[config.mk]
export PLATFORM = sky130hd
export DESIGN_NAME = spi_master_with_fifos
export DESIGN_NICKNAME = d
export VERILOG_FILES = /design/src/spi_pkg.sv /design/src/spi_master_with_fifos.sv
export VERILOG_INCLUDE_DIRS = /design/src
export SDC_FILE = /design/constraint.sdc
export NUM_CORES = 1
export LEC_CHECK = 0
export ABC_CLOCK_PERIOD_IN_PS = 19700
export BUFFER_PORTS_ARGS = -buffer_cell sky130_fd_sc_hd__buf_2
export CAP_MARGIN = 20
export CORE_MARGIN = 2
export CORE_UTILIZATION = 65
export DETAILED_ROUTE_END_ITERATION = 8
export GPL_TIMING_DRIVEN = 0
export PLACE_DENSITY_LB_ADDON = 0.12
export SLEW_MARGIN = 20
export SYNTH_ARGS = -nofsm -noshare
export SYNTH_HDL_FRONTEND = slang
export SYNTH_HIERARCHICAL = 1
export SYNTH_SLANG_ARGS = --single-unit
[constraint.sdc]
create_clock -name sys_clk -period 19.7 [get_ports sys_clk]
set_input_delay 0 -clock sys_clk [delete_from_list [all_inputs] [get_ports sys_clk]]
set_output_delay 0 -clock sys_clk [all_outputs]
set_load 0.01 [all_outputs]
[src/spi_master_cfg.svh]
`ifndef SPI_MASTER_CFG_SVH
`define SPI_MASTER_CFG_SVH

// controller modes and pin configurations
`define MODE_OFF        3'h0
`define MODE_SPI        3'h2
`define PINS_TWO_WIRE   2'h0
`define PINS_THREE_MST  2'h1
`define PINS_FOUR_SLV   2'h2

// serial word and fifo geometry
`define WORD_BITS       8
`define LAST_HALF_EDGE  4'hf
`define FIFO_DEPTH      4

// clock rates in mhz: reference feeding the divider, and sys_clk
`define REF_MHZ         24
`define SYS_MHZ         10

// filler bytes
`define BUSY_TOKEN      8'hff
`define POL_GLITCH_BYTE 8'hfe

// interrupt flag positions
`define IRQ_RXVAL       0
`define IRQ_TXFREE      1
`define IRQ_TXIDLE      2
`define IRQ_RXOVF       3
`define IRQ_TXUND       4
`define IRQ_RXULDA      9
`define IRQ_RXULDB      10
`define IRQ_TXULDA      11
`define IRQ_TXULDB      12
`define IRQ_WIDTH       16

`endif

[src/spi_pkg.sv]
package spi_pkg;
    typedef enum logic [0:0] {
        XFER_IDLE,
        XFER_SHIFT
    } xfer_state_e;

    typedef struct packed {
        logic [2:0] controller_mode_select;
        logic       master_select_bit;
        logic       clock_polarity;
        logic       clock_phase;
        logic       bit_order;
        logic       repeat_select_bit;
        logic       auto_tx_enable;
        logic [1:0] pin_config;
        logic [3:0] rate_exponent;
        logic [3:0] rate_linear;
    } spi_cfg_s;

    typedef struct packed {
        logic tx_idle_flag;
        logic tx_free_flag;
        logic rx_valid_flag;
        logic rx_overrun_flag;
    } spi_status_s;
endpackage : spi_pkg

[src/spi_master_with_fifos.sv]
// Contract
// - master logic runs only with master select set, pin_config at three-wire master, and controller in spi mode.
// - serial clock is 24 mhz over 2*(rate_linear+1)*2^rate_exponent, capped at 5 mhz (one tick per sys_clk).
// - rate exponent and rate linear are separate four-bit values, 0 to 15.
// - polarity and phase shape the frame; bit_order picks msb or lsb first.
// - polarity fall without mode reset sends one extra 0xfe byte first.
// - transmit bits leave on mosi, received bits are sampled from miso.
// - transmit and receive each have a four-byte fifo for software or dma.
// - a byte written into an empty transmit fifo clears tx_idle_flag.
// - tx_free_flag clears on full fifo, sets after a byte shifts out.
// - tx_idle_flag sets once the fifo is empty and the shifter is done.
// - received bytes enter the receive fifo; rx_valid_flag shows unread data.
// - bytes arriving at a full receive fifo are dropped, overrun flagged.
// - dma overrun error appears only after the receive fifo drains.
// - dma error clears on channel reset or reloading an unloaded buffer.
// - each received byte pairs with one transmitted byte.
// - auto transmit resends last byte or 0xff per repeat_select_bit.
// - every automatic byte sets tx_underrun_irq.
// - auto transmit off stops reception; receive fifo keeps its bytes.
// - receive dma completion does not imply an empty receive fifo.
// - interrupts on flag rises, dma active falls, overrun, underrun; two masks.
// - spi operation is selected by controller_mode_select equal to 2.
// - every transfer is exactly eight bits.
`timescale 1ns/1ps
`include "spi_master_cfg.svh"

module byte_fifo #(
    parameter int WIDTH = `WORD_BITS,
    parameter int DEPTH = `FIFO_DEPTH
) (
    input  wire logic             sys_clk,
    input  wire logic             sys_rst,
    input  wire logic             in_valid,
    output logic                  in_ready,
    input  wire logic [WIDTH-1:0] in_data,
    output logic                  out_valid,
    input  wire logic             out_ready,
    output logic [WIDTH-1:0]      out_data
);
    localparam int PW = (DEPTH > 1) ? $clog2(DEPTH) : 1;

    logic [WIDTH-1:0] mem [DEPTH];
    logic [PW-1:0]    wr_ptr, rd_ptr;
    logic [PW:0]      count;
    logic             push, pop;

    if (WIDTH < 1 || DEPTH < 2) begin : g_bad_geometry
        $error("byte_fifo: bad width or depth");
    end

    function automatic logic [PW-1:0] bump(input logic [PW-1:0] p);
        bump = (p == PW'(DEPTH - 1)) ? '0 : p + 1'b1;
    endfunction : bump

    assign in_ready  = (count != (PW+1)'(DEPTH));
    assign out_valid = (count != '0);
    assign out_data  = mem[rd_ptr];
    assign push      = in_valid && in_ready;
    assign pop       = out_valid && out_ready;

    always_ff @(posedge sys_clk) begin
        if (push) begin
            mem[wr_ptr] <= in_data;
        end
    end

    always_ff @(posedge sys_clk) begin
        if (sys_rst) begin
            wr_ptr <= '0;
            rd_ptr <= '0;
            count  <= '0;
        end else begin
            if (push) begin
                wr_ptr <= bump(wr_ptr);
            end
            if (pop) begin
                rd_ptr <= bump(rd_ptr);
            end
            count <= count + (PW+1)'(push) - (PW+1)'(pop);
        end
    end
endmodule : byte_fifo

module spi_master_with_fifos #(
    parameter int DEPTH = `FIFO_DEPTH
) (
    input  wire logic                    sys_clk,
    input  wire logic                    sys_rst,
    input  spi_pkg::spi_cfg_s            spi_config_reg,
    output spi_pkg::spi_status_s         spi_status_reg,
    input  wire logic                    rx_overrun_clear,
    input  wire logic                    tx_valid,
    output logic                         tx_ready,
    input  wire logic [7:0]              tx_data,
    output logic                         rx_valid,
    input  wire logic                    rx_ready,
    output logic [7:0]                   rx_data,
    output logic                         master_serial_clock,
    output logic                         mosi,
    input  wire logic                    miso,
    input  wire logic [1:0]              tx_dma_buffer_active,
    input  wire logic [1:0]              rx_dma_buffer_active,
    input  wire logic                    rx_dma_load,
    input  wire logic [1:0]              dma_channel_reset,
    output logic                         rx_dma_error,
    output logic [`IRQ_WIDTH-1:0]        irq_flag_reg,
    input  wire logic [`IRQ_WIDTH-1:0]   irq_flag_clear,
    input  wire logic [`IRQ_WIDTH-1:0]   irq_enable_reg,
    input  wire logic                    irq_global_enable,
    output logic                         irq
);
    import spi_pkg::*;
    localparam logic [23:0] STEP = 24'(`REF_MHZ);
    if (DEPTH < 2) begin : g_bad_depth
        $error("spi_master_with_fifos: depth below 2");
    end

    xfer_state_e           state;
    spi_status_s           status_d;
    logic                  active, start, start_auto, from_fifo, tick, change_edge, byte_done;
    logic                  tx_has, tx_pop, rx_push, rx_in_ready;
    logic                  pending_fe, pol_d, rx_err_pending, rx_unloaded;
    logic [1:0]            tx_act_d, rx_act_d;
    logic [3:0]            half_cnt;
    logic [7:0]            tx_head, load_byte, last_tx, tx_sr, rx_sr, next_rx_sr;
    logic [23:0]           acc, next_acc, thresh;
    logic [`IRQ_WIDTH-1:0] events;

    // master enable decode
    assign active = (spi_config_reg.controller_mode_select == `MODE_SPI)
                 && spi_config_reg.master_select_bit
                 && (spi_config_reg.pin_config == `PINS_THREE_MST);

    byte_fifo #(.WIDTH(`WORD_BITS), .DEPTH(DEPTH)) u_tx_fifo (
        .sys_clk   (sys_clk),
        .sys_rst   (sys_rst),
        .in_valid  (tx_valid),
        .in_ready  (tx_ready),
        .in_data   (tx_data),
        .out_valid (tx_has),
        .out_ready (tx_pop),
        .out_data  (tx_head)
    );

    byte_fifo #(.WIDTH(`WORD_BITS), .DEPTH(DEPTH)) u_rx_fifo (
        .sys_clk   (sys_clk),
        .sys_rst   (sys_rst),
        .in_valid  (rx_push),
        .in_ready  (rx_in_ready),
        .in_data   (next_rx_sr),
        .out_valid (rx_valid),
        .out_ready (rx_ready),
        .out_data  (rx_data)
    );

    // start of a byte: pending 0xfe, else queued data, else automatic filler
    assign start      = (state == XFER_IDLE) && active
                     && (tx_has || spi_config_reg.auto_tx_enable);
    assign start_auto = start && !tx_has && !pending_fe;
    always_comb begin
        if (pending_fe) begin
            load_byte = `POL_GLITCH_BYTE;
        end else if (tx_has) begin
            load_byte = tx_head;
        end else if (spi_config_reg.repeat_select_bit) begin
            load_byte = last_tx;
        end else begin
            load_byte = `BUSY_TOKEN;
        end
    end

    // divider: half period is (lin+1)<<exp reference cycles
    assign thresh   = ((24'(spi_config_reg.rate_linear) + 24'h1)
                       << spi_config_reg.rate_exponent) * 24'(`SYS_MHZ);
    assign next_acc = acc + STEP;
    assign tick     = (state == XFER_SHIFT) && (next_acc >= thresh);

    always_ff @(posedge sys_clk) begin
        if (sys_rst || state != XFER_SHIFT) begin
            acc <= '0;
        end else if (tick) begin
            acc <= (next_acc - thresh >= thresh) ? '0 : next_acc - thresh;
        end else begin
            acc <= next_acc;
        end
    end

    assign change_edge = half_cnt[0] ^ spi_config_reg.clock_phase;
    assign byte_done   = tick && (half_cnt == `LAST_HALF_EDGE);
    assign next_rx_sr  = (tick && !change_edge)
                       ? (spi_config_reg.bit_order ? {miso, rx_sr[7:1]}
                                                   : {rx_sr[6:0], miso})
                       : rx_sr;
    assign tx_pop  = byte_done && from_fifo;
    assign rx_push = byte_done;
    assign mosi    = spi_config_reg.bit_order ? tx_sr[0] : tx_sr[7];

    always_ff @(posedge sys_clk) begin
        if (sys_rst) begin
            state     <= XFER_IDLE;
            half_cnt  <= '0;
            from_fifo <= 1'b0;
        end else if (start) begin
            state     <= XFER_SHIFT;
            half_cnt  <= '0;
            from_fifo <= tx_has && !pending_fe;
        end else if (byte_done) begin
            state     <= XFER_IDLE;
            from_fifo <= 1'b0;
        end else if (tick) begin
            half_cnt <= half_cnt + 4'h1;
        end
    end

    always_ff @(posedge sys_clk) begin
        if (sys_rst) begin
            tx_sr   <= '0;
            rx_sr   <= '0;
            last_tx <= '0;
        end else begin
            rx_sr <= next_rx_sr;
            if (start) begin
                tx_sr   <= load_byte;
                last_tx <= load_byte;
            end else if (tick && change_edge && !(spi_config_reg.clock_phase && half_cnt == '0)) begin
                tx_sr <= spi_config_reg.bit_order ? {1'b0, tx_sr[7:1]} : {tx_sr[6:0], 1'b0};
            end
        end
    end

    always_ff @(posedge sys_clk) begin
        if (sys_rst || state != XFER_SHIFT) begin
            master_serial_clock <= spi_config_reg.clock_polarity;
        end else if (tick) begin
            master_serial_clock <= !master_serial_clock;
        end
    end

    // polarity fall while in spi mode leaves a stray byte until mode reset
    always_ff @(posedge sys_clk) begin
        if (sys_rst) begin
            pol_d      <= 1'b0;
            pending_fe <= 1'b0;
        end else begin
            pol_d <= spi_config_reg.clock_polarity;
            if (spi_config_reg.controller_mode_select == `MODE_OFF) begin
                pending_fe <= 1'b0;
            end else if (pol_d && !spi_config_reg.clock_polarity) begin
                pending_fe <= 1'b1;
            end else if (start) begin
                pending_fe <= 1'b0;
            end
        end
    end

    // status flags
    always_ff @(posedge sys_clk) begin
        if (sys_rst) begin
            spi_status_reg <= '{tx_idle_flag: 1'b1, tx_free_flag: 1'b1, default: 1'b0};
        end else begin
            spi_status_reg.tx_idle_flag  <= !tx_has && (state == XFER_IDLE);
            spi_status_reg.tx_free_flag  <= tx_ready;
            spi_status_reg.rx_valid_flag <= rx_valid;
            if (rx_push && !rx_in_ready) begin
                spi_status_reg.rx_overrun_flag <= 1'b1;
            end else if (rx_overrun_clear) begin
                spi_status_reg.rx_overrun_flag <= 1'b0;
            end
        end
    end

    // dma receive error waits for the fifo to drain
    always_ff @(posedge sys_clk) begin
        if (sys_rst) begin
            rx_err_pending <= 1'b0;
            rx_dma_error   <= 1'b0;
            rx_unloaded    <= 1'b0;
        end else begin
            if (rx_push && !rx_in_ready) begin
                rx_err_pending <= 1'b1;
            end else if (rx_err_pending && !rx_valid) begin
                rx_err_pending <= 1'b0;
            end
            if (|(rx_act_d & ~rx_dma_buffer_active)) begin
                rx_unloaded <= 1'b1;
            end else if (rx_dma_load) begin
                rx_unloaded <= 1'b0;
            end
            if (rx_err_pending && !rx_valid) begin
                rx_dma_error <= 1'b1;
            end else if (dma_channel_reset[1] || (rx_dma_load && rx_unloaded)) begin
                rx_dma_error <= 1'b0;
            end
        end
    end

    // interrupt events
    always_comb begin
        events                = '0;
        events[`IRQ_RXVAL]    = spi_status_reg.rx_valid_flag && !status_d.rx_valid_flag;
        events[`IRQ_TXFREE]   = spi_status_reg.tx_free_flag && !status_d.tx_free_flag;
        events[`IRQ_TXIDLE]   = spi_status_reg.tx_idle_flag && !status_d.tx_idle_flag;
        events[`IRQ_RXOVF]    = rx_push && !rx_in_ready;
        events[`IRQ_TXUND]    = start_auto;
        events[`IRQ_RXULDA]   = rx_act_d[0] && !rx_dma_buffer_active[0];
        events[`IRQ_RXULDB]   = rx_act_d[1] && !rx_dma_buffer_active[1];
        events[`IRQ_TXULDA]   = tx_act_d[0] && !tx_dma_buffer_active[0];
        events[`IRQ_TXULDB]   = tx_act_d[1] && !tx_dma_buffer_active[1];
    end

    always_ff @(posedge sys_clk) begin
        if (sys_rst) begin
            status_d     <= '{tx_idle_flag: 1'b1, tx_free_flag: 1'b1, default: 1'b0};
            tx_act_d     <= '0;
            rx_act_d     <= '0;
            irq_flag_reg <= '0;
        end else begin
            status_d     <= spi_status_reg;
            tx_act_d     <= tx_dma_buffer_active;
            rx_act_d     <= rx_dma_buffer_active;
            irq_flag_reg <= (irq_flag_reg & ~irq_flag_clear) | events;
        end
    end

    assign irq = irq_global_enable && |(irq_flag_reg & irq_enable_reg);

    property p_start_needs_master;
        @(posedge sys_clk) disable iff (sys_rst)
        (state == XFER_IDLE) ##1 (state == XFER_SHIFT) |-> $past(active);
    endproperty
    a_start_needs_master: assert property (p_start_needs_master)
        else $error("byte started without master spi mode");
    property p_tick_rate;
        @(posedge sys_clk) disable iff (sys_rst)
        tick |-> (acc + STEP >= thresh);
    endproperty
    a_tick_rate: assert property (p_tick_rate)
        else $error("divider ticked early");
    property p_first_bit;
        @(posedge sys_clk) disable iff (sys_rst)
        start |=> (mosi == (spi_config_reg.bit_order ? last_tx[0] : last_tx[7]));
    endproperty
    a_first_bit: assert property (p_first_bit)
        else $error("first bit not per bit order");
    property p_idle_flag;
        @(posedge sys_clk) disable iff (sys_rst)
        (!tx_has && state == XFER_IDLE) ##1 (!tx_has && state == XFER_IDLE)
            |-> spi_status_reg.tx_idle_flag;
    endproperty
    a_idle_flag: assert property (p_idle_flag)
        else $error("idle flag not set when drained");
    property p_free_flag;
        @(posedge sys_clk) disable iff (sys_rst)
        !tx_ready |=> !spi_status_reg.tx_free_flag;
    endproperty
    a_free_flag: assert property (p_free_flag)
        else $error("free flag set with full fifo");
    property p_overrun;
        @(posedge sys_clk) disable iff (sys_rst)
        (rx_push && !rx_in_ready) |=> spi_status_reg.rx_overrun_flag && irq_flag_reg[`IRQ_RXOVF];
    endproperty
    a_overrun: assert property (p_overrun)
        else $error("overrun not flagged");
    property p_underrun;
        @(posedge sys_clk) disable iff (sys_rst)
        start_auto |=> irq_flag_reg[`IRQ_TXUND];
    endproperty
    a_underrun: assert property (p_underrun)
        else $error("automatic byte without underrun flag");
    property p_rx_pairs_tx;
        @(posedge sys_clk) disable iff (sys_rst)
        rx_push |-> (state == XFER_SHIFT) && (half_cnt == `LAST_HALF_EDGE);
    endproperty
    a_rx_pairs_tx: assert property (p_rx_pairs_tx)
        else $error("receive without a full transmit byte");
    property p_no_auto_stop;
        @(posedge sys_clk) disable iff (sys_rst)
        (state == XFER_IDLE && !tx_has && !pending_fe && !spi_config_reg.auto_tx_enable)
            |=> (state == XFER_IDLE);
    endproperty
    a_no_auto_stop: assert property (p_no_auto_stop)
        else $error("transfer started with nothing to send");
    property p_dma_err_drained;
        @(posedge sys_clk) disable iff (sys_rst)
        $rose(rx_dma_error) |-> !$past(rx_valid);
    endproperty
    a_dma_err_drained: assert property (p_dma_err_drained)
        else $error("dma error before fifo drained");
endmodule : spi_master_with_fifos

==> results of run 1 <==
-- logic make-up (layout without fill, tap and decap cells) --
logic type	after synthesis	count (layout)	synth area share, %
AND/OR/NAND/NOR	354	354	17.8
XOR/XNOR	64	64	5.48
AO/OA/AOI/OAI	240	240	15.6
multiplexers	50	50	6.97
adder cells (fa/ha/maj)	99	99	12.0
buffers and inverters	84	255	3.38
flip-flops	168	168	38.7
-- layout by cell type (no fill, tap or decap), drive strengths merged, types with 6 or more instances in the layout --
cell           n
buf          117
dfxtp        103
ha            87
nand2         82
a21oi         78
edfxtp        65
nor2          63
inv           51
nand3         42
clkbuf        41
o21ai         39
dlygate4sd3   38
xnor2         36
nand2b        30
xor2          28
nor2b         24
nor3          22
and3          20
a21o          17
mux2i         17
mux2          17
mux4          16
o21a          13
or3           13
nand4         11
and2          10
a31oi          9
nand3b         9
nor3b          9
a211o          8
or2            8
maj3           8
o221ai         8
a22oi          7
clkinv         6
-- through the flow --
step                worst slack (ps)  power, uW  instances
finish                         11560        858       1446
detailed placement             11300        533       1376
global route                   10970        896       1446
CTS                            11690        858       1446
floorplan                      12640        492       1059
global placement               11360        528       1376
-- per-layer routing --
metal	global-route usage, %	vias up
met1	39.3	4058
li1	-	4227
met4	8.60	0
met2	48.5	278
met3	4.47	34
met5	0	-
-- area by class of cell --
cell class	count	share of cell area [%]
clock inverters	15	1.27
clock buffers	17	3.52
plain buffers	40	1.53
inverters	44	1.36
repair buffers	139	7.32
well taps	216	2.23
flip-flops and latches	168	33.2
multi-input cells	807	49.6
-- how the worst min path moves through the flow --
| stage | from | to | slack, ps | cells past startpoint |
|---|---|---|---|---|
| floorplan | irq_flag_clear[13] | irq_flag_reg[13] | 80 | 1 |
| global placement | irq_flag_clear[13] | irq_flag_reg[13] | 160 | 2 |
| detailed placement | irq_flag_clear[8] | irq_flag_reg[8] | 160 | 2 |
| CTS | spi_config_reg[8] | from_fifo | 50 | 3 |
| global route | spi_config_reg[8] | from_fifo | 90 | 3 |
| finish | spi_config_reg[8] | from_fifo | 70 | 3 |
-- where the power goes --
group          switching [uW]  internal [uW]
clock network             153            169
registers                5.36            369
logic                    92.6           69.0
-- worst max-delay path, delay by kind of cell --
family | cells | cell delay [ps]
AND/OR/NAND/NOR | 11 | 1090
AO/OA/AOI/OAI | 14 | 3550
adder cells (fa/ha/maj) | 8 | 2990
XOR/XNOR | 2 | 300
buffers and inverters | 2 | 550
-- timing repair --
item | 4_1_cts | 5_1_grt
endpoints found under the hold margin | 70 | 0
setup endpoints to repair | 0 | 0
hold buffers | 38 | 0
==> results by group, run 1 <==
Outcome
  – Status: complete, no violations

Yosys
  – Cell count after synthesis: 1,059
  – Cell variety after synth: 85
  – Mean Syn Cell Area: 9.79 um2
  – Most frequent cells after synthesis: dfxtp_1, ha_1, nand2_1, a21oi_1, edfxtp_1
  – Register area share after synthesis: 38.7%
  – Synth Register Bits: 168
  – Synth Flop Type: dfxtp_1
  – Yosys warning count: 6
  – Async set-or-reset flop fraction in the synthesized netlist: 0%
  – Area contributors post-synth: dfxtp_1, edfxtp_1, ha_1, a21oi_1, mux4_2
  – Most common cell in the netlist: dfxtp_1
  – EDFF count, synth: 65
  – Proportion of netlist area held by the largest area contributor: 19.9%
  – Post-synth top area cell: dfxtp_1
  – Synth Net Count: 1,223
  – Post-Syn Area: 10,400 um2

Placed design
  – Routability cong.: 0.897
  – Dpl cell area: 11,100 um2
  – Port buffer count: 101
  – Detailed placement HPWL: 17.1 mm

Floorplanning
  – Die Ht: 130 um
  – # rows: 46
  – Initial core utilization: 66.0%
  – Die area: 17,000 um2
  – Core Box Area: 15,700 um2
  – Chip width: 130 um
  – Top-Level Pins: 107

Critical path
  – Reg2Reg Depth: 27
  – Setup CP Type: in2reg
  – CP startpoint: spi_config_reg[0]
  – Critical Path AT: 8500 ps
  – Critical path's largest stage delay: 590 ps
  – CP endpoint kind: register
  – Critical path endpoint: acc[1]
  – Critical-path maximum fanout: 10
  – FF-to-FF setup slack: 12,880 ps
  – Worst r2r src: acc[3]
  – Required time worst endpoint: 20,060 ps
  – Worst path slowest cell: a311oi_1
  – FF-to-FF End: acc[1]
  – Crit start category: input port

Pwr
  – P per Cell Area: 70.9 nW/um2
  – Peak supply drop: 0.0000627 V
  – Static leakage: 0.00498 uW

Routing
  – Met3 WL: 1.28 mm
  – Final wirelength: 24.0 mm
  – M1 wire length: 10.8 mm
  – Drc violations: 0
  – Vias/cell: 5.95
  – Routed len/inst: 16.6 um
  – Max Used Layer: met4
  – DR pass1 iterations: 4
  – Vias post-DR: 8,597
  – Initial DRC count: 489
  – Met2 wire length: 11.5 mm
  – Antenna viol nets, final: 0

Cells and area
  – Final Core Density: 77.0%
  – Register area: 4010 um2
  – Multi-input gate area: 6000 um2
  – Fillers: 1,088
  – Share of post-route cells with drive strength above 1: 17.0%
  – Final instance area: 12,100 um2
  – Nets: 1,381
  – Area growth, synth to finish: 16.7%
  – Largest regs: u_rx_fifo/mem (32), u_tx_fifo/mem (32), acc (23)
  – Ant diodes: 0

STA
  – Skew final: 9.87 ps
  – TNS Setup: 0 ps
  – Max Clock Freq: 0.123 GHz
  – Pins Over Slew Limit: 0
  – Slew of the pin with the lowest slew margin: 700 ps
  – Slew headroom: 53.3%
  – Hold Vio Cnt, Final: 0
  – RSZ-0062 raised after global routing: false
  – Final Setup Violations: 0
  – Fin Hold WS: 73.0 ps
  – Crit path time final: 8140 ps
  – Final Cycle Share: 41.3%

GRT
  – First-pass GRT wire length: 38.7 mm
  – GRT Resource Usage Total: 29.0%
  – Vias in the first global route: 8,034
  – Grt ovf: 0
  – Antenna violations before repair: 0
  – Pin count of the biggest net entering global routing: 19

Clock tree
  – Clock Latency Late Sink: 430 ps
  – TritonCTS Buffers: 17
  – H-tree depth: 4
  – CTS tree: done
  – CTS Root Cell: clkbuf_16
  – CTS Buffer Depth: 2
  – Clk slew on worst S/H paths: 70 ps
  – Clk sinks: 168
  – Setup bufs post-CTS: 0
  – Post-CTS Resized: 0

Worst hold path
  – Tightest Hold Check Type: in2reg

Job
  – MaxCap Viol Count: 0
Power figures use the tool's default switching activity.
==> run 2: changes to the inputs <==
- ABC_CLOCK_PERIOD_IN_PS: 19700 -> 8300
- CORE_UTILIZATION: 65 -> 60
- clock period: 19.7 -> 8.3 ns (I/O delays scaled with it)
==> run 2 against run 1 <==
Against the previous run: die area up 8.1%; largest power group unchanged; critical endpoint is now acc[6]; setup slack worse by 11000 ps; register-to-register slack lost 11000 ps; non-clock buffer count did not move; largest cell class unchanged; clock skew is essentially flat; flip-flop and latch count unchanged.
==> results by group, run 2 (synthesis results as in run 1) <==
GRT
  – GRT Resource Usage Total: 26.3%
  – Vias in the first global route: 8,024
  – First-pass GRT wire length: 38.6 mm
  – Antenna violations before repair: 0
  – Pin count of the biggest net entering global routing: 18
  – Grt ovf: 0

Pwr
  – Static leakage: 0.00502 uW
  – Peak supply drop: 0.000160 V
  – P per Cell Area: 171 nW/um2

Critical path
  – Critical Path AT: 8120 ps
  – FF-to-FF End: acc[6]
  – Setup CP Type: in2reg
  – CP startpoint: spi_config_reg[0]
  – Crit start category: input port
  – Worst path slowest cell: maj3_1
  – Critical path's largest stage delay: 470 ps
  – Crit path max-delay family: compound AO/OA/AOI/OAI gates
  – Reg2Reg Depth: 27
  – CP endpoint kind: register
  – Critical-path maximum fanout: 10
  – Worst r2r src: acc[3]
  – Required time worst endpoint: 8660 ps
  – Number of buffers and inverters on the critical path: 2
  – Crit path depth: 37
  – FF-to-FF setup slack: 1840 ps

STA
  – RSZ-0062 raised after global routing: false
  – Final setup margin: 539 ps
  – Final Cycle Share: 93.5%
  – Final Setup Violations: 0
  – Hold Vio Cnt, Final: 0
  – Crit path time final: 7760 ps
  – Pins Over Slew Limit: 0
  – Skew final: 9.81 ps
  – Fin Hold WS: 66.0 ps
  – Slew of the pin with the lowest slew margin: 749 ps
  – Slew headroom: 50.1%
  – Max Clock Freq: 0.129 GHz

Cells and area
  – Ant diodes: 0
  – Post-Layout Cell Count: 1,455
  – Largest regs: u_rx_fifo/mem (32), u_tx_fifo/mem (32), acc (23)
  – Nets: 1,381
  – Commonest non-fill, non-tap cell in the layout: buf_2
  – Area growth, synth to finish: 17.4%
  – Share of post-route cells with drive strength above 1: 17.4%
  – Most frequent cells in the layout: buf_2, dfxtp_1, ha_1

Placed design
  – Routability cong.: 0.901
  – Setup Slack @ Placement: -174 ps
  – Detailed placement HPWL: 17.5 mm
  – Port buffer count: 101
  – Cell count after placement: 1,385

Routing
  – Vias post-DR: 8,548
  – Routed len/inst: 16.6 um
  – Initial DRC count: 475
  – Final wirelength: 24.2 mm
  – Antenna viol nets, final: 0
  – DR pass1 iterations: 5
  – Drc violations: 0
  – Vias/cell: 5.87

Clock tree
  – CTS tree: done
  – H-tree depth: 4
  – CTS Root Cell: clkbuf_16
  – TritonCTS Buffers: 17
  – Clock Latency Late Sink: 430 ps
  – Clk slew on worst S/H paths: 70 ps
  – Clk sinks: 168
  – CTS Buffer Depth: 2

Floorplanning
  – Top-Level Pins: 107
  – # rows: 48
  – Core Box Area: 17,100 um2
  – Die area: 18,300 um2
  – Die Ht: 135 um
  – Initial core utilization: 60.6%
  – Chip width: 135 um

Job
  – MaxCap Viol Count: 0

Worst hold path
  – Beginning of the worst hold path: rx_ready
  – Tightest Hold Check Type: in2reg
  – Hold path depth: 4
  – Hold Path End: u_rx_fifo/rd_ptr[0]

Outcome
  – Status: complete, no violations
==> run 2: cell count changes in the layout (fill, tap and decap cells not counted), sizes merged <==
| cell | change |
|---|---|
| clkbuf | +4 |
| inv | -1 |
| bufinv | +1 |
| clkinv | -2 |
| clkinvlp | -2 |
==> run 2: worst max path at each step <==
| stage | end | slack [ps] |
|---|---|---|
| after floorplan | acc[18] | 1240 |
| after global placement | acc[6] | -230 |
| after detailed placement | acc[2] | -170 |
| after CTS | acc[1] | 240 |
| after global routing | acc[2] | 30 |
| final | acc[6] | 540 |
==> run 2: area by class of cell <==
| cell class | instances | area, um2 |
|---|---|---|
| Timing Repair Buffer | 139 | 886 |
| Tap cell | 225 | 282 |
| Clock inverter | 11 | 125 |
| Clock buffer | 21 | 487 |
| Sequential cell | 168 | 4010 |
| Inverter | 44 | 165 |
| Buffer | 40 | 188 |
| Multi-Input combinational cell | 807 | 6020 |
| Fill cell | 1289 | 4950 |
==> run 2: power breakdown <==
part	switching, uW	leakage (uW)	internal [uW]	total (uW)
Clock	354	0.000304	464	818
Combinational	215	0.00324	164	379
Sequential	11.1	0.00147	877	888
==> run 2: what timing repair did <==
item / in CTS / in global routing
hold endpoints to repair: 67 / 0
setup endpoints to repair: 0 / 20
buffers inserted: 0 / 0
resized for setup: 0 / 9
hold buffers: 38 / 0
==> run 2: worst reg2reg max path: stages (launching register included) <==
cell and delay (ps):
dfxtp_1 330, inv_1 80, ha_1 280, nand3b_1 220
nor2_1 210, xor2_1 130, ha_1 360, nor2_1 80
nor2_1 90, nand3_1 90, o22a_1 230, maj3_1 360
maj3_1 440, maj3_1 390, maj3_1 470, a311oi_2 420
ha_1 320, a21o_1 170, a21o_1 170, a21o_1 160
a21oi_1 160, nor2b_1 70, o21ai_0 210, nand2_1 110
a21oi_1 260, clkbuf_2 320, nand3_1 120, a21oi_1 150
==> run 2: metrics by stage <==
stage / total power [uW] / utilization [%] / setup TNS (ps) / cell area [um2]
3_3_place_gp: 1260 / 65.2 / -3470 / 11200
6_report: 2080 / 71.1 / 0 / 12200
2_1_floorplan: 1170 / - / 0 / 10400
4_1_cts: 2090 / 71.0 / 0 / 12100
5_1_grt: 2170 / 71.1 / 0 / 12200
3_5_place_dp: 1260 / 65.2 / -2410 / 11200
==> run 2: layer usage <==
metal	routed length [um]	vias up	GRT usage, %	part of all wire [%]
met4	347	0	7.64	1.4
met1	11000	4091	34.5	45
met2	11900	198	45.5	49
li1	-	4229	-	-
met3	930	30	3.74	3.8
met5	0	-	0	0
==> run 3: changes to the inputs <==
- ABC_AREA: not set -> 1
- ABC_CLOCK_PERIOD_IN_PS: 8300 -> 9700
- CORE_UTILIZATION: 60 -> 65
- PLACE_DENSITY_LB_ADDON: 0.12 -> 0.05
- clock period: 8.3 -> 9.7 ns (I/O delays scaled with it)
==> run 3 against run 2 <==
Against the previous run: flip-flop and latch count did not move; clock skew rose by 4.6 ps; combinational power rose by 35%; sequential share of layout area fell by 2.2 points; die area barely moved; design area rose by 7.1%; routed wire length rose by 22%; synthesized cell count rose by 46%; critical path depth rose by 2; cell count rose by 34%; total power fell by 3.8%; critical path type unchanged.
==> results by group, run 3 <==
GRT
  – Routing usage on met2: 55.0%
  – GRT Resource Usage Total: 32.6%
  – Vias in the first global route: 10,300
  – First-pass GRT wire length: 47.7 mm
  – Met1 Track Usage GR: 42.8%
  – Grt ovf: 0
  – GRT busiest layer: met2
  – GR Layer Usage met3: 5.20%
  – Pin count of the biggest net entering global routing: 18
  – Antenna violations before repair: 2

Yosys
  – Post-synth top area cell: dfxtp_1
  – Cell count after synthesis: 1,545
  – Proportion of netlist area held by the largest area contributor: 18.4%
  – Async set-or-reset flop fraction in the synthesized netlist: 0%
  – Mean Syn Cell Area: 7.27 um2
  – Yosys warning count: 6
  – Most frequent cells after synthesis: nand2_1, inv_1, nor2_1, dfxtp_1, nand3_1
  – Synth Flop Type: dfxtp_1
  – Post-Syn Area: 11,200 um2
  – Most common cell in the netlist: nand2_1
  – Synth Register Bits: 168
  – Cell variety after synth: 52
  – Synth Net Count: 1,709
  – Area contributors post-synth: dfxtp_1, edfxtp_1, nand2_1, ha_1, inv_1
  – EDFF count, synth: 65
  – Register area share after synthesis: 35.7%

STA
  – Final Cycle Share: 64.9%
  – RSZ-0062 raised after global routing: false
  – Fin Hold WS: 38.8 ps
  – Slew headroom: 44.4%
  – Final Setup Violations: 0
  – Max Clock Freq: 0.159 GHz
  – Slew of the pin with the lowest slew margin: 831 ps
  – Skew final: 14.4 ps
  – Crit path time final: 6300 ps
  – Hold Vio Cnt, Final: 0
  – Pins Over Slew Limit: 0
  – TNS Setup: 0 ps

Critical path
  – CP endpoint kind: register
  – Critical-path maximum fanout: 10
  – Required time worst endpoint: 10,050 ps
  – Setup CP Type: in2reg
  – Critical Path AT: 6640 ps
  – Worst path slowest cell: ha_1
  – Crit start category: input port
  – CP dominant cell by count: nand2_1
  – Critical path's largest stage delay: 430 ps

Routing
  – Vias post-DR: 10,700
  – Vias/cell: 5.51
  – Routed len/inst: 15.1 um
  – Antenna viol nets, final: 0
  – Final wirelength: 29.5 mm
  – DR pass1 iterations: 9
  – Drc violations: 0
  – Initial DRC count: 1,000

Outcome
  – Status: complete, no violations

Placed design
  – Dpl cell area: 12,000 um2
  – Port buffer count: 104
  – Detailed placement HPWL: 22.0 mm
  – Routability cong.: 0.927

Pwr
  – Static leakage: 0.00626 uW
  – P per Cell Area: 154 nW/um2
  – Peak supply drop: 0.000177 V

Floorplanning
  – Chip width: 135 um
  – Die area: 18,300 um2
  – Top-Level Pins: 107
  – Initial core utilization: 65.6%
  – # rows: 48
  – Die Ht: 135 um
  – Core Box Area: 17,100 um2

Cells and area
  – Area growth, synth to finish: 16.0%
  – Most frequent cells in the layout: nand2_1, inv_1, nor2_1
  – Largest regs: u_rx_fifo/mem (32), u_tx_fifo/mem (32), acc (23)
  – Nets: 1,871
  – Commonest non-fill, non-tap cell in the layout: nand2_1
  – Share of post-route cells with drive strength above 1: 11.8%
  – Final Core Density: 76.1%
  – Final instance area: 13,000 um2

Clock tree
  – H-tree depth: 4
  – CTS Buffer Depth: 2
  – CTS tree: done
  – Setup bufs post-CTS: 0
  – TritonCTS Buffers: 17
  – Clk slew on worst S/H paths: 70 ps
  – CTS Root Cell: clkbuf_16
  – Clock Latency Late Sink: 430 ps
  – Clk sinks: 168

Job
  – MaxCap Viol Count: 0

Worst hold path
  – Tightest Hold Check Type: in2reg
run 3: cell types whose count changed after synthesis, moves of 17 or more:
cell,delta
nand4_1,+28
nor2_1,+124
nand2b_1,-30
inv_1,+170
nand3_1,+47
nand2_1,+298
xnor2_1,-19
mux2_2,-17
nor2b_1,-24
o21ai_0,+45
run 3: metal layers:
layer  share of wire, %  routed length [um]  vias up
li1                   -                   -     5402
met1                 45               13200     4918
met2                 48               14000      326
met3                4.9                1440       75
met4                2.8                 814        2
met5              0.027                   8        -
run 3: where the power goes:
group	leakage (uW)	switching, uW	internal [uW]
clock network	0.000295	312	382
registers	0.00144	31.8	767
logic	0.00453	320	193
run 3: final cells by class:
type / instances / area, um2
fillers: 1330 / 4090
plain buffers: 32 / 194
clock inverters: 13 / 149
well taps: 225 / 282
flip-flops and latches: 168 / 4010
clock buffers: 19 / 454
multi-input cells: 1124 / 6190
repair buffers: 143 / 911
diodes: 1 / 2.50
inverters: 221 / 830
run 3: worst max-delay path: cells and delay by family:
kind | cells | cell delay, ps
xor+xnor | 3 | 620
fa+ha+maj | 6 | 1950
mux | 1 | 180
compound gates | 6 | 1390
buf+inv | 6 | 820
simple gates | 17 | 1710
run 3: final timing paths:
check	start	endpoint	slack, ps	cells past startpoint
worst min register to register	status_d[1]	irq_flag_reg[0]	440	1
worst min-delay path	spi_config_reg[16]	pending_fe	40	4
worst max register to register	acc[4]	acc[21]	4370	27
worst max-delay path	spi_config_reg[0]	acc[21]	3400	39
run 3: timing repair:
| action | 4_1_cts | 5_1_grt |
|---|---|---|
| gates resized for setup | 0 | 0 |
| hold endpoints to repair | 69 | 0 |
| hold buffers | 39 | 0 |
run 3: kinds of logic (layout without fill, tap and decap cells):
kind of cell             count (synthesis)  after routing  synth area share (%)
multiplexers                             1              1                0.0891
buffers and inverters                  253            428                  9.11
other                                    0              1                     0
AND/OR/NAND/NOR                        748            748                  28.7
adder cells (fa/ha/maj)                 91             91                  10.4
AO/OA/AOI/OAI                          233            233                  11.9
XOR/XNOR                                51             51                  4.04
flip-flops                             168            168                  35.7
run 3: stage by stage:
step	cells	total power [uW]	setup slack, ps
after CTS	1945	2000	3460
final	1946	2010	3400
after global routing	1946	2110	2730
after floorplan	1545	1160	4200
after detailed placement	1874	1300	3070
after global placement	1874	1290	3200
